**src/core/bsi_regs.svh**
```systemverilog
`ifndef BSI_REGS_SVH
`define BSI_REGS_SVH
`define BSI_IR_LEN        4
`define BSI_OP_EXTEST     4'h0
`define BSI_OP_SAMPLE     4'h1
`define BSI_OP_IDCODE     4'h2
`define BSI_OP_USERCODE   4'h3
`define BSI_OP_CLAMP      4'h4
`define BSI_OP_PGM_ENTER  4'h8
`define BSI_OP_PGM_DATA   4'h9
`define BSI_OP_PGM_DONE   4'hA
`define BSI_OP_PGM_EXIT   4'hB
`define BSI_OP_BYPASS     4'hF
`define BSI_IR_CAPTURE    4'h1
`define BSI_DR_LEN        32
`define BSI_ID_DEFAULT    32'h0000_0001
`endif

```
**src/core/bsi_pkg.sv**
```systemverilog
package bsi_pkg;
    typedef enum logic [3:0] {
        TLR, RTI, SEL_DR, CAP_DR, SH_DR, EX1_DR, PA_DR, EX2_DR, UP_DR,
        SEL_IR, CAP_IR, SH_IR, EX1_IR, PA_IR, EX2_IR, UP_IR
    } bsi_tap_t;
endpackage

```
**src/core/bsi_top.sv**
```systemverilog
// What this block does
// Sample/preload captures pins, preloads pattern
// Extest drives outputs, captures inputs
// Bypass: one-bit stage between TDI, TDO
// Clamp holds pins, bypass path
// Idcode shifts identification register out
// Usercode shifts 32-bit signature out
// Unused test port becomes user pins; scan_en_i low only releases TDO, TCK/TMS/TDI still drive the controller
// Programming instructions through same port
// Pins tri-stated, pulled high while programming
// No pin drives before completion flag
// Sixteen-state controller on clock, mode
// Identification is 32 bits, LSB one
`timescale 1ns/10ps
`include "bsi_regs.svh"
module bsi_top #(
    parameter int          NPIN     = 8,
    parameter logic [31:0] ID_VALUE = `BSI_ID_DEFAULT // arbitrary value
) (
    input  wire logic            clk_i,
    input  wire logic            rst_n_i,
    input  wire logic            tck_i,
    input  wire logic            tms_i,
    input  wire logic            tdi_i,
    input  wire logic            scan_en_i,
    input  wire logic [NPIN-1:0] core_out_i,
    input  wire logic [NPIN-1:0] core_oe_i,
    input  wire logic [NPIN-1:0] pin_in_i,
    input  wire logic            rx_ready_i,
    output logic      [NPIN-1:0] pin_out_o,
    output logic      [NPIN-1:0] pin_oe_o,
    output logic      [NPIN-1:0] pin_pullup_o,
    output logic      [NPIN-1:0] core_in_o,
    output logic                 tdo_o,
    output logic                 tdo_oe_o,
    output logic                 pgm_active_o,
    output logic                 pgm_done_o,
    output logic                 rx_valid_o,
    output logic      [31:0]     rx_data_o
);
    // Zero padding of the boundary word needs NPIN below half the register
    if (NPIN < 1 || 2 * NPIN >= `BSI_DR_LEN) begin : g_bad_npin
        $error("NPIN out of range");
    end
    if (ID_VALUE[0] != 1'b1) begin : g_bad_id
        $error("ID_VALUE bit 0 must be one");
    end

    localparam int BLEN = 2 * NPIN;

    // Pin sync: two flops before use
    logic [2:0] s1_ff, s2_ff;
    logic       tck_d_ff;
    logic [NPIN-1:0] pin_s1_ff, pin_s2_ff;
    always_ff @(posedge clk_i) begin
        s1_ff     <= {tck_i, tms_i, tdi_i};
        s2_ff     <= s1_ff;
        pin_s1_ff <= pin_in_i;
        pin_s2_ff <= pin_s1_ff;
        tck_d_ff  <= s2_ff[2];
    end
    wire tck_s   = s2_ff[2];
    wire tms_s   = s2_ff[1];
    wire tdi_s   = s2_ff[0];
    wire tck_ris = tck_s & ~tck_d_ff;
    wire tck_fal = ~tck_s & tck_d_ff;

    bsi_pkg::bsi_tap_t st_ff, nxt_st;
    // standard state sequencing
    always_comb begin
        unique case (st_ff)
            bsi_pkg::TLR:    nxt_st = tms_s ? bsi_pkg::TLR    : bsi_pkg::RTI;
            bsi_pkg::RTI:    nxt_st = tms_s ? bsi_pkg::SEL_DR : bsi_pkg::RTI;
            bsi_pkg::SEL_DR: nxt_st = tms_s ? bsi_pkg::SEL_IR : bsi_pkg::CAP_DR;
            bsi_pkg::CAP_DR: nxt_st = tms_s ? bsi_pkg::EX1_DR : bsi_pkg::SH_DR;
            bsi_pkg::SH_DR:  nxt_st = tms_s ? bsi_pkg::EX1_DR : bsi_pkg::SH_DR;
            bsi_pkg::EX1_DR: nxt_st = tms_s ? bsi_pkg::UP_DR  : bsi_pkg::PA_DR;
            bsi_pkg::PA_DR:  nxt_st = tms_s ? bsi_pkg::EX2_DR : bsi_pkg::PA_DR;
            bsi_pkg::EX2_DR: nxt_st = tms_s ? bsi_pkg::UP_DR  : bsi_pkg::SH_DR;
            bsi_pkg::UP_DR:  nxt_st = tms_s ? bsi_pkg::SEL_DR : bsi_pkg::RTI;
            bsi_pkg::SEL_IR: nxt_st = tms_s ? bsi_pkg::TLR    : bsi_pkg::CAP_IR;
            bsi_pkg::CAP_IR: nxt_st = tms_s ? bsi_pkg::EX1_IR : bsi_pkg::SH_IR;
            bsi_pkg::SH_IR:  nxt_st = tms_s ? bsi_pkg::EX1_IR : bsi_pkg::SH_IR;
            bsi_pkg::EX1_IR: nxt_st = tms_s ? bsi_pkg::UP_IR  : bsi_pkg::PA_IR;
            bsi_pkg::PA_IR:  nxt_st = tms_s ? bsi_pkg::EX2_IR : bsi_pkg::PA_IR;
            bsi_pkg::EX2_IR: nxt_st = tms_s ? bsi_pkg::UP_IR  : bsi_pkg::SH_IR;
            bsi_pkg::UP_IR:  nxt_st = tms_s ? bsi_pkg::SEL_DR : bsi_pkg::RTI;
        endcase
    end

    logic [`BSI_IR_LEN-1:0] ir_sh_ff, ir_ff;
    logic [`BSI_DR_LEN-1:0] dr_ff, bnd_upd_ff, user_ff;
    logic                   pgm_ff, done_ff, tdo_ff, tdo_oe_ff;

    wire in_shdr = (st_ff == bsi_pkg::SH_DR);
    wire in_shir = (st_ff == bsi_pkg::SH_IR);
    wire op_ext  = (ir_ff == `BSI_OP_EXTEST);
    wire op_smp  = (ir_ff == `BSI_OP_SAMPLE);
    wire op_id   = (ir_ff == `BSI_OP_IDCODE);
    wire op_usr  = (ir_ff == `BSI_OP_USERCODE);
    wire op_clp  = (ir_ff == `BSI_OP_CLAMP);
    wire op_pdat = (ir_ff == `BSI_OP_PGM_DATA);
    wire op_bnd  = op_ext | op_smp;
    wire op_wide = op_bnd | op_id | op_usr | op_pdat;
    // single-stage bypass unless a wide register is chosen
    wire [5:0] dr_len = op_bnd ? 6'(BLEN) : (op_wide ? 6'd32 : 6'd1);
    wire [`BSI_DR_LEN-1:0] bnd_cap = {{(`BSI_DR_LEN-BLEN){1'b0}}, core_out_i, pin_s2_ff};
    // identification selected; LSB fixed at one
    wire [`BSI_DR_LEN-1:0] cap_val = op_bnd ? bnd_cap :
                                     op_id  ? {ID_VALUE[31:1], 1'b1} :
                                     op_usr ? user_ff : '0;
    wire [`BSI_DR_LEN-1:0] dr_shift = (dr_ff >> 1) | ({{(`BSI_DR_LEN-1){1'b0}}, tdi_s} << (dr_len - 6'd1));

    logic buf_ready;
    always_ff @(posedge clk_i) begin
        if (!rst_n_i) begin
            st_ff <= bsi_pkg::TLR;
            ir_ff <= `BSI_OP_BYPASS;
            ir_sh_ff <= '0;
            dr_ff <= '0;
            bnd_upd_ff <= '0;
            pgm_ff <= 1'b0;
            done_ff <= 1'b0;
        end else if (tck_ris) begin
            st_ff <= nxt_st;
            if (st_ff == bsi_pkg::TLR) ir_ff <= `BSI_OP_BYPASS;
            if (st_ff == bsi_pkg::CAP_IR) ir_sh_ff <= `BSI_IR_CAPTURE;
            if (in_shir) ir_sh_ff <= {tdi_s, ir_sh_ff[`BSI_IR_LEN-1:1]};
            if (st_ff == bsi_pkg::UP_IR) ir_ff <= ir_sh_ff;
            // capture pins without disturbing user path
            if (st_ff == bsi_pkg::CAP_DR) dr_ff <= cap_val;
            if (in_shdr) dr_ff <= dr_shift;
            // preload pattern latched on update
            if (st_ff == bsi_pkg::UP_DR && op_bnd) bnd_upd_ff <= dr_ff;
            // programming instruction group
            if (st_ff == bsi_pkg::UP_IR && ir_sh_ff == `BSI_OP_PGM_ENTER) begin
                pgm_ff <= 1'b1;
                done_ff <= 1'b0;
            end
            if (st_ff == bsi_pkg::UP_IR && ir_sh_ff == `BSI_OP_PGM_DONE && pgm_ff) done_ff <= 1'b1;
            if (st_ff == bsi_pkg::UP_IR && ir_sh_ff == `BSI_OP_PGM_EXIT) pgm_ff <= 1'b0;
        end
    end

    // signature loaded from programmed data word
    always_ff @(posedge clk_i) begin
        if (!rst_n_i) user_ff <= '0;
        else if (tck_ris && pgm_ff && st_ff == bsi_pkg::UP_DR && op_pdat) user_ff <= dr_ff;
    end

    // TDO changes on falling TCK
    always_ff @(posedge clk_i) begin
        if (!rst_n_i) begin
            tdo_ff <= 1'b0;
            tdo_oe_ff <= 1'b0;
        end else if (tck_fal) begin
            tdo_ff <= in_shir ? ir_sh_ff[0] : dr_ff[0];
            tdo_oe_ff <= scan_en_i & (in_shir | in_shdr);
        end else if (!scan_en_i) begin
            tdo_oe_ff <= 1'b0;
        end
    end

    // boundary drives pins; clamp holds them
    wire bnd_drive = op_ext | op_clp;
    // no drive while programming or before done
    wire pin_hold  = pgm_ff | ~done_ff;
    wire [NPIN-1:0] nxt_out = bnd_drive ? bnd_upd_ff[2*NPIN-1:NPIN] : core_out_i;
    wire [NPIN-1:0] nxt_oe  = pin_hold ? '0 : (bnd_drive ? {NPIN{1'b1}} : core_oe_i);
    // extest isolates core from captured inputs
    wire [NPIN-1:0] nxt_cin = op_ext ? bnd_upd_ff[NPIN-1:0] : pin_s2_ff;

    always_ff @(posedge clk_i) begin
        if (!rst_n_i) begin
            pin_out_o <= '0;
            pin_oe_o <= '0;
            pin_pullup_o <= '1;
            core_in_o <= '0;
        end else begin
            pin_out_o <= nxt_out;
            pin_oe_o <= nxt_oe;
            pin_pullup_o <= {NPIN{pgm_ff | ~done_ff}};
            core_in_o <= nxt_cin;
        end
    end
    // TDO pin free when scan disabled
    assign tdo_o = tdo_ff;
    assign tdo_oe_o = tdo_oe_ff;
    assign pgm_active_o = pgm_ff;
    assign pgm_done_o = done_ff;

    // Two-entry buffer for programmed data words
    logic [31:0] b0_ff, b1_ff;
    logic [1:0]  cnt_ff;
    logic        vld_ff;
    wire push = tck_ris && pgm_ff && st_ff == bsi_pkg::UP_DR && op_pdat && buf_ready;
    wire pop  = rx_valid_o & rx_ready_i;
    wire [1:0] nxt_cnt = cnt_ff + 2'(push) - 2'(pop);
    assign buf_ready = (cnt_ff != 2'd2);
    always_ff @(posedge clk_i) begin
        if (!rst_n_i) begin
            cnt_ff <= 2'd0;
            vld_ff <= 1'b0;
            b0_ff <= '0;
            b1_ff <= '0;
        end else begin
            if (pop) b0_ff <= b1_ff;
            if (push && (cnt_ff == 2'd0 || (cnt_ff == 2'd1 && pop))) b0_ff <= dr_ff;
            else if (push) b1_ff <= dr_ff;
            cnt_ff <= nxt_cnt;
            // Valid kept in its own flop so the output leaves a register directly
            vld_ff <= (nxt_cnt != 2'd0);
        end
    end
    assign rx_valid_o = vld_ff;
    assign rx_data_o = b0_ff;

    // outputs off until done
    AST_NO_DRIVE_EARLY: assert property (@(posedge clk_i) disable iff (!rst_n_i)
        !$past(done_ff) |-> pin_oe_o == '0) else $error("pin driven before done");
    // programming tri-states
    AST_PGM_TRI: assert property (@(posedge clk_i) disable iff (!rst_n_i)
        $past(pgm_ff) |-> (pin_oe_o == '0 && pin_pullup_o == '1)) else $error("pin driven in pgm");
    // reset state
    AST_TLR: assert property (@(posedge clk_i) disable iff (!rst_n_i)
        (tck_ris && tms_s && st_ff == bsi_pkg::SEL_IR) |=> st_ff == bsi_pkg::TLR) else $error("tap seq");
    // idcode capture
    AST_IDCAP: assert property (@(posedge clk_i) disable iff (!rst_n_i)
        (tck_ris && op_id && st_ff == bsi_pkg::CAP_DR) |=> dr_ff[0] == 1'b1) else $error("id lsb");
    // bypass capture zero
    AST_BYP: assert property (@(posedge clk_i) disable iff (!rst_n_i)
        (tck_ris && ir_ff == `BSI_OP_BYPASS && st_ff == bsi_pkg::CAP_DR) |=> dr_ff == '0) else $error("bypass");
    // clamp drive
    AST_CLAMP: assert property (@(posedge clk_i) disable iff (!rst_n_i)
        (op_clp && !pin_hold) |=> pin_out_o == $past(bnd_upd_ff[2*NPIN-1:NPIN])) else $error("clamp");
    // sample keeps user path
    AST_SAMPLE: assert property (@(posedge clk_i) disable iff (!rst_n_i)
        (op_smp && !pin_hold) |=> pin_oe_o == $past(core_oe_i)) else $error("sample disturbed");
    // entry sets active
    AST_PGM_ENTER: assert property (@(posedge clk_i) disable iff (!rst_n_i)
        (tck_ris && st_ff == bsi_pkg::UP_IR && ir_sh_ff == `BSI_OP_PGM_ENTER) |=> pgm_ff) else $error("pgm enter");
    // pin free when off
    AST_TDO_FREE: assert property (@(posedge clk_i) disable iff (!rst_n_i)
        !scan_en_i |=> !tdo_oe_o) else $error("tdo driven");
    // port drives while shifting
    AST_TDO_ON: assert property (@(posedge clk_i) disable iff (!rst_n_i)
        (tck_fal && scan_en_i && in_shdr) |=> tdo_oe_o) else $error("tdo not driven in shift");
    // head word holds while stalled
    AST_BUF_HOLD: assert property (@(posedge clk_i) disable iff (!rst_n_i)
        (rx_valid_o && !rx_ready_i) |=> (rx_valid_o && $stable(rx_data_o))) else $error("buffer head lost");
    // buffer never over two
    AST_BUF_LIMIT: assert property (@(posedge clk_i) disable iff (!rst_n_i)
        cnt_ff <= 2'd2) else $error("buffer count overflow");
    // exit clears active
    AST_PGM_EXIT: assert property (@(posedge clk_i) disable iff (!rst_n_i)
        (tck_ris && st_ff == bsi_pkg::UP_IR && ir_sh_ff == `BSI_OP_PGM_EXIT) |=> !pgm_ff) else $error("pgm exit");
    // extest drives outputs
    AST_EXT_OUT: assert property (@(posedge clk_i) disable iff (!rst_n_i)
        (op_ext && !pin_hold) |=> (pin_out_o == $past(bnd_upd_ff[2*NPIN-1:NPIN]) && pin_oe_o == '1))
        else $error("extest drive");
    // extest isolates core
    AST_EXT_CIN: assert property (@(posedge clk_i) disable iff (!rst_n_i)
        op_ext |=> core_in_o == $past(bnd_upd_ff[NPIN-1:0])) else $error("extest core input");
    // sample passes pins
    AST_SMP_CIN: assert property (@(posedge clk_i) disable iff (!rst_n_i)
        op_smp |=> core_in_o == $past(pin_s2_ff)) else $error("sample core input");
    // boundary capture value
    AST_BND_CAP: assert property (@(posedge clk_i) disable iff (!rst_n_i)
        (tck_ris && op_bnd && st_ff == bsi_pkg::CAP_DR) |=> dr_ff == $past(bnd_cap)) else $error("boundary capture");
    // signature capture value
    AST_USR_CAP: assert property (@(posedge clk_i) disable iff (!rst_n_i)
        (tck_ris && op_usr && st_ff == bsi_pkg::CAP_DR) |=> dr_ff == $past(user_ff)) else $error("usercode capture");
    // signature loaded from data
    AST_USR_LOAD: assert property (@(posedge clk_i) disable iff (!rst_n_i)
        (tck_ris && pgm_ff && st_ff == bsi_pkg::UP_DR && op_pdat) |=> user_ff == $past(dr_ff))
        else $error("usercode load");
    // full identification captured
    AST_ID_VAL: assert property (@(posedge clk_i) disable iff (!rst_n_i)
        (tck_ris && op_id && st_ff == bsi_pkg::CAP_DR) |=> dr_ff == {ID_VALUE[31:1], 1'b1}) else $error("id value");
    // instruction update
    AST_IR_UPD: assert property (@(posedge clk_i) disable iff (!rst_n_i)
        (tck_ris && st_ff == bsi_pkg::UP_IR) |=> ir_ff == $past(ir_sh_ff)) else $error("ir update");
    // instruction capture pattern
    AST_IR_CAP: assert property (@(posedge clk_i) disable iff (!rst_n_i)
        (tck_ris && st_ff == bsi_pkg::CAP_IR) |=> ir_sh_ff == `BSI_IR_CAPTURE) else $error("ir capture");
    // reset state selects bypass
    AST_TLR_IR: assert property (@(posedge clk_i) disable iff (!rst_n_i)
        (tck_ris && st_ff == bsi_pkg::TLR) |=> ir_ff == `BSI_OP_BYPASS) else $error("reset instruction");
    // done set by final step
    AST_DONE_SET: assert property (@(posedge clk_i) disable iff (!rst_n_i)
        (tck_ris && st_ff == bsi_pkg::UP_IR && ir_sh_ff == `BSI_OP_PGM_DONE && pgm_ff) |=> done_ff)
        else $error("done not set");
    // user control after done
    AST_USER_OE: assert property (@(posedge clk_i) disable iff (!rst_n_i)
        (!pin_hold && !bnd_drive) |=> pin_oe_o == $past(core_oe_i)) else $error("user enable lost");
    // pull-ups off in user mode
    AST_PULL_OFF: assert property (@(posedge clk_i) disable iff (!rst_n_i)
        (!$past(pgm_ff) && $past(done_ff)) |-> pin_pullup_o == '0) else $error("pull-up left on");
    // clamp drives all pins
    AST_CLAMP_OE: assert property (@(posedge clk_i) disable iff (!rst_n_i)
        (op_clp && !pin_hold) |=> pin_oe_o == '1) else $error("clamp enable");
    // clamp serial path is bypass
    AST_CLAMP_BYP: assert property (@(posedge clk_i) disable iff (!rst_n_i)
        (tck_ris && op_clp && st_ff == bsi_pkg::CAP_DR) |=> dr_ff == '0) else $error("clamp path");
    // bypass stage takes TDI
    AST_BYP_SHIFT: assert property (@(posedge clk_i) disable iff (!rst_n_i)
        (tck_ris && in_shdr && dr_len == 6'd1) |=> dr_ff[0] == $past(tdi_s)) else $error("bypass shift");
    // TDO shows low stage
    AST_TDO_SHIFT: assert property (@(posedge clk_i) disable iff (!rst_n_i)
        (tck_fal && in_shdr) |=> tdo_o == $past(dr_ff[0])) else $error("tdo bit");
endmodule // bsi_top

```
**config.mk**
```make
export PLATFORM = sky130hd
export DESIGN_NAME = bsi_top
export DESIGN_NICKNAME = d
export VERILOG_FILES = /design/src/core/bsi_pkg.sv /design/src/core/bsi_top.sv
export VERILOG_INCLUDE_DIRS = /design/src /design/src/core
export SDC_FILE = /design/constraint.sdc
export NUM_CORES = 1
export LEC_CHECK = 0
export CORE_MARGIN = 1
export CORE_UTILIZATION = 57
export DETAILED_ROUTE_END_ITERATION = 10
export DONT_BUFFER_PORTS = 1
export GPL_ROUTABILITY_DRIVEN = 0
export PLACE_DENSITY = 0.75
export REMOVE_ABC_BUFFERS = 1
export SKIP_CTS_REPAIR_TIMING = 1
export SYNTH_ARGS = -nofsm -noshare
export SYNTH_HDL_FRONTEND = slang
export SYNTH_SLANG_ARGS = --single-unit
```
**constraint.sdc**
```tcl
create_clock -name clk_i -period 2.7 [get_ports clk_i]
set_input_delay 0.135 -clock clk_i [delete_from_list [all_inputs] [get_ports clk_i]]
set_output_delay 0.135 -clock clk_i [all_outputs]
set_load 0.01 [all_outputs]
```
Yosys cells after proc, flatten, opt, wreduce, memory -nomap -nowiden
Cells that the tools add are included.
{"block": "totals", "reg_bits": 211, "input_bits": 31, "out_inout_bits": 69}
{"block": "op_classes", "n_addsub": 3, "n_eq_ne": 26, "shift": 1, "mux": 36, "n_bitwise": 17, "reduce_logical": 33}
{"cell": "$mux 32", "count": 7}
{"cell": "$eq 4x4->1 const B", "count": 12}
{"cell": "$pmux 4 s12", "count": 1}
{"cell": "$mux 4", "count": 8}
{"cell": "$or 31x32->32", "count": 1}
{"cell": "$shl 1x6->32", "count": 1}
{"cell": "$mux 8", "count": 3}
{"cell": "$eq 4x3->1 const B", "count": 5}
{"cell": "$eq 4x2->1 const B", "count": 4}
{"cell": "$reduce_and 2->1", "count": 7}
{"cell": "$reduce_bool 2->1", "count": 7}
{"cell": "$mux 6", "count": 2}
{"cell": "$logic_and 1x1->1", "count": 11}
{"cell": "$mux 1", "count": 10}
{"cell": "$eq 4x1->1 const B", "count": 2}
{"cell": "$logic_not 4->1", "count": 2}
{"cell": "$or 1x1->1", "count": 7}
{"cell": "$mux 2", "count": 3}
{"cell": "$mux 3", "count": 2}
{"cell": "$reduce_or 2->1", "count": 3}
{"cell": "$sub 6x1->6 const B", "count": 1}
{"cell": "$not 1->1", "count": 5}
{"cell": "$and 1x1->1", "count": 4}
{"cell": "$reduce_or 3->1", "count": 1}
{"cell": "7 further kinds", "count": 7}

Depth between registers and ports, before layout
{"block": "depth", "word_depth": 11, "ltp_mapped": 13, "depth_no_buf": 10}

Worst setup path after synthesis
OpenSTA, ideal clock, no wires.
{"block": "synth_timing", "kind": "reg-to-reg", "start": "reg st_ff[0]", "end": "reg vld_ff (netlist: rx_valid_o)", "arrival_ns": 2.729, "t_required_ns": 2.577, "slack_ns": -0.152, "path_stages_with_launch": 14, "n_path_buf": 3, "synth_period_minus_slack_ns": 2.852, "cell_sequence": "dfxtp_1 buf_6 or4b_4 nor4_2 buf_4 buf_4 o21ai_1 ha_1 inv_1 ha_1 xnor2_1 xnor2_1 and2_1 or2_2"}
{"block": "synth_between", "elab_chain_cells": 7}
{"element": "start, declared", "line_no": "bsi_top.sv:68", "text": "bsi_pkg::bsi_tap_t st_ff, nxt_st;"}
{"element": "start signal, assigned", "line_no": "bsi_top.sv:117", "text": "st_ff <= bsi_pkg::TLR;"}
{"element": "start signal, assigned", "line_no": "bsi_top.sv:125", "text": "st_ff <= nxt_st;"}
{"element": "$eq 4x4->1", "line_no": "bsi_top.sv:196", "text": "wire push = tck_ris && pgm_ff && st_ff == bsi_pkg::UP_DR && op_pdat && buf_ready;"}
{"element": "$logic_and 1x1->1 (3 in series)", "line_no": "bsi_top.sv:196"}
{"element": "$add 2x1->2", "line_no": "bsi_top.sv:198", "text": "wire [1:0] nxt_cnt = cnt_ff + 2'(push) - 2'(pop);"}
{"element": "$sub 2x1->2", "line_no": "bsi_top.sv:198"}
{"element": "$reduce_bool 2->1", "line_no": "bsi_top.sv:212", "text": "vld_ff <= (nxt_cnt != 2'd0);"}
{"element": "end signal, assigned", "line_no": "bsi_top.sv:212"}
{"element": "end, declared", "line_no": "bsi_top.sv:195", "text": "logic vld_ff;"}
No other way between the ends.
A chain may end at the register's enable or synchronous reset.

Worst setup path in the final report
Ends and elaborated chain as after synthesis.

==> results.sh <==
export IMPL_layout_nets=914
export IMPL_track_usage_pct=23.18
export IMPL_ys_types=55
export IMPL_remaining_drc_errors=0
export IMPL_drv_slew=0
export IMPL_area_delta_synth_final_pct=17.79
export IMPL_p_leak_nw=3.631
export IMPL_setup_violations=0
export IMPL_grt_pass1_wl_mm=29.89
export IMPL_path_clk_slew_ns=0.06
export IMPL_numCtsBuffers=23
export IMPL_reg2reg_from="st_ff[0]$_SDFFE_PN0N_"
export IMPL_finalHoldViolCount=0
export IMPL_fin_cells=1080
export IMPL_clkLatencyLatePin_ns=0.50
export IMPL_finish_utilization_pct=68.89
export IMPL_critPathLaunch="st_ff[0]$_SDFFE_PN0N_"
export IMPL_clock_sinks=211
export IMPL_die_w_um=124.3
export IMPL_min_period_over_period_pct=94.21
export IMPL_clockPowerShare_pct=48.3
export IMPL_r2r_slack_ns=0.16
export IMPL_cts_root_buf="clkbuf_16"
export IMPL_final_common_cell="dfxtp_1"
export IMPL_finClkSkew_ns=0.01022
export IMPL_grt_overflow=0
export IMPL_tightest_slew_ns=1.124
export IMPL_crit_path_start_kind="flip-flop"
export IMPL_worstReg2RegEnd="rx_valid_o$_SDFF_PN0_"
export IMPL_swShare_pct=21.12
export IMPL_grt_max_degree=210
export IMPL_clock_path_buffers=3
export IMPL_port_buffers=0
export IMPL_critical_path_class="reg2reg"
export IMPL_antenna_found_initial=0
export IMPL_yosysWarnings=0
export IMPL_synth_async_reset_ratio_pct=0
export IMPL_place_hpwl_mm=11.07
export IMPL_antenna_left=0
export IMPL_grt_pass1_vias=5910
export IMPL_power_density_nw_per_um2=667.6
export IMPL_diodes=0
export IMPL_drt_initial_drc_count=588
export IMPL_ys_seq_area_share_pct=49.51
export IMPL_cts_tree="done"
export IMPL_setup_tns_ns=0
export IMPL_ff2ff_path_depth=10
export IMPL_p_switching_mw=1.417
export IMPL_drive_above_1_share_pct=11.61
export IMPL_seqPwrFrac_pct=47.7
export IMPL_cp_arrival_ns=2.93
export IMPL_h_tree_depth=1
export IMPL_hp_class="in2reg"
export IMPL_row_count=44
export IMPL_final_cell_mix="211 x dfxtp_1, 121 x mux2i_1, 118 x nand2_1"
export IMPL_max_freq_mhz=393.1
export IMPL_synth_avg_cell_area_um2=10.07
export IMPL_avgViaCountPerCell=5.828
export IMPL_die_h_um=124.3
export IMPL_crit_required_ns=3.08
export IMPL_max_cap_viol_count=0
export IMPL_syn_inst=847
export IMPL_placed_area_um2=8572
export IMPL_final_area_um2=10050
export IMPL_routed_wl_mm=19.73
export IMPL_end_kind="flip-flop"
export IMPL_synth_edf_count=0
export IMPL_cell_internal_pwr_mw=5.292
export IMPL_dieArea_um2=15460
export IMPL_vdd_drop_max_mv=0.5961
export IMPL_slew_headroom_pct=25.10
export IMPL_status="complete, no violations"
export IMPL_synth_main_ff_cell="dfxtp_1"
export IMPL_place_inst=973
export IMPL_min_period_ns=2.544
export IMPL_design_portCount=100
export IMPL_hold_path_startpoint="core_out_i[7]"
export IMPL_critical_path_max_fanout=2
export IMPL_routed_via_count=6294
export IMPL_synth_seq_cells=211
export IMPL_dr_pass1_iters=5
export IMPL_crit_end="rx_valid_o$_SDFF_PN0_"
export IMPL_whs_ns=0.07207
export IMPL_wl_per_cell_um=18.27
export IMPL_core_um2=14590
export IMPL_start_util_pct=58.48
export IMPL_comb_power_share_pct=4.0
export IMPL_synth_area_um2=8532
==> cells by family after synthesis <==
family                     count (synthesis)  share of synthesized area [%]
adders and majority gates                  2                         0.2933
muxes                                    155                          18.68
buffers and inverters                     85                          5.235
and+or+nand+nor                          243                          14.33
DFF                                      211                          49.51
AOI/OAI and AO/OA                        147                          11.54
xor gates and xnor gates                   4                         0.4106
==> per-layer routing <==
| layer | up-vias | share of wire [%] | global-route usage, % |
|---|---|---|---|
| li1 | 3036 | - | - |
| met1 | 3035 | 44 | 30.34 |
| met2 | 182 | 49 | 39.16 |
| met3 | 41 | 4.8 | 4.210 |
| met4 | 0 | 2.0 | 6.237 |
| met5 | - | 0 | 0 |
==> how the worst min path moves through the flow <==
stage	endpoint	slack [ns]	cells past startpoint
after floorplan	pin_s1_ff[0]$_DFF_P_	0.16	0
after global placement	pin_s1_ff[1]$_DFF_P_	0.16	0
after detailed placement	s1_ff[2]$_DFF_P_	0.16	0
after CTS	s1_ff[2]$_DFF_P_	-0.35	0
after global routing	dr_ff[15]$_SDFFE_PN0P_	0.10	2
final	dr_ff[15]$_SDFFE_PN0P_	0.07	2
==> power by group through the flow <==
stage / sequential (mW) / combinational [mW] / clock, mW
floorplan: 3.26 / 0.125 / 0
global placement: 3.27 / 0.173 / 0
detailed placement: 3.27 / 0.179 / 0
CTS: 3.20 / 0.180 / 3.27
global route: 3.20 / 0.292 / 3.41
finish: 3.20 / 0.269 / 3.24
==> area by class of cell <==
class	count	area, um2
Fill cell	1081	4539
Sequential cell	211	4224
Inverter	6	22.52
Timing Repair Buffer	88	874.6
Clock buffer	30	621.8
Tap cell	184	230.2
Clock inverter	10	156.4
Multi-Input combinational cell	551	3920
==> Yosys cell counts (all sizes together), types with 2 or more instances <==
master | n | area (um2)
o21ai | 31 | 155.1
or4b | 2 | 23.77
nand2b | 3 | 18.77
buf | 30 | 240.2
a221oi | 15 | 131.4
nand2 | 119 | 446.7
o22a | 4 | 35.03
nand4 | 2 | 12.51
nor4b | 2 | 17.52
a211oi | 4 | 35.03
o211a | 2 | 20.02
a21oi | 25 | 125.1
o211ai | 14 | 105.1
dfxtp | 211 | 4224
nor3b | 6 | 45.04
o32ai | 2 | 17.52
xnor2 | 4 | 35.03
and3 | 2 | 12.51
mux2 | 34 | 382.9
ha | 2 | 25.02
clkbuf | 49 | 183.9
a21boi | 12 | 90.08
a31oi | 3 | 18.77
nor2b | 60 | 375.4
nand3b | 3 | 22.52
and2 | 3 | 18.77
inv | 6 | 22.52
nand4b | 3 | 26.28
mux2i | 121 | 1211
nor3 | 4 | 20.02
or3b | 2 | 17.52
a22oi | 16 | 120.1
nor2 | 23 | 86.33
nand3 | 3 | 15.01
o22ai | 14 | 87.58
nor4 | 2 | 33.78
==> worst max-delay path, stage by stage, from the launching register on <==
cell     delay (ns)
dfxtp_1        0.31
or4b_4         0.56
nor4_4         0.20
o21ai_1        0.14
ha_1           0.29
inv_1          0.04
ha_1           0.20
xnor2_2        0.14
xnor2_1        0.12
and2_1         0.16
or2_2          0.28
==> metrics by stage <==
stage | total power, mW | setup WS [ns]
floorplan | 3.387 | -2.856
global placement | 3.442 | 0.1330
detailed placement | 3.449 | 0.003975
CTS | 6.655 | -0.02099
global route | 6.902 | -0.007861
finish | 6.709 | 0.1564
==> state kept, by name, indices dropped and copies added (netlist names), 4 cells and up <==
name,cells
b1_ff,32
dr_ff,32
rx_data_o,32
user_ff,32
bnd_upd_ff,16
core_in_o,8
pin_oe_o,8
pin_out_o,8
pin_s1_ff,8
pin_s2_ff,8
ir_ff,4
ir_sh_ff,4
st_ff,4
Power figures use the tool's default switching activity.
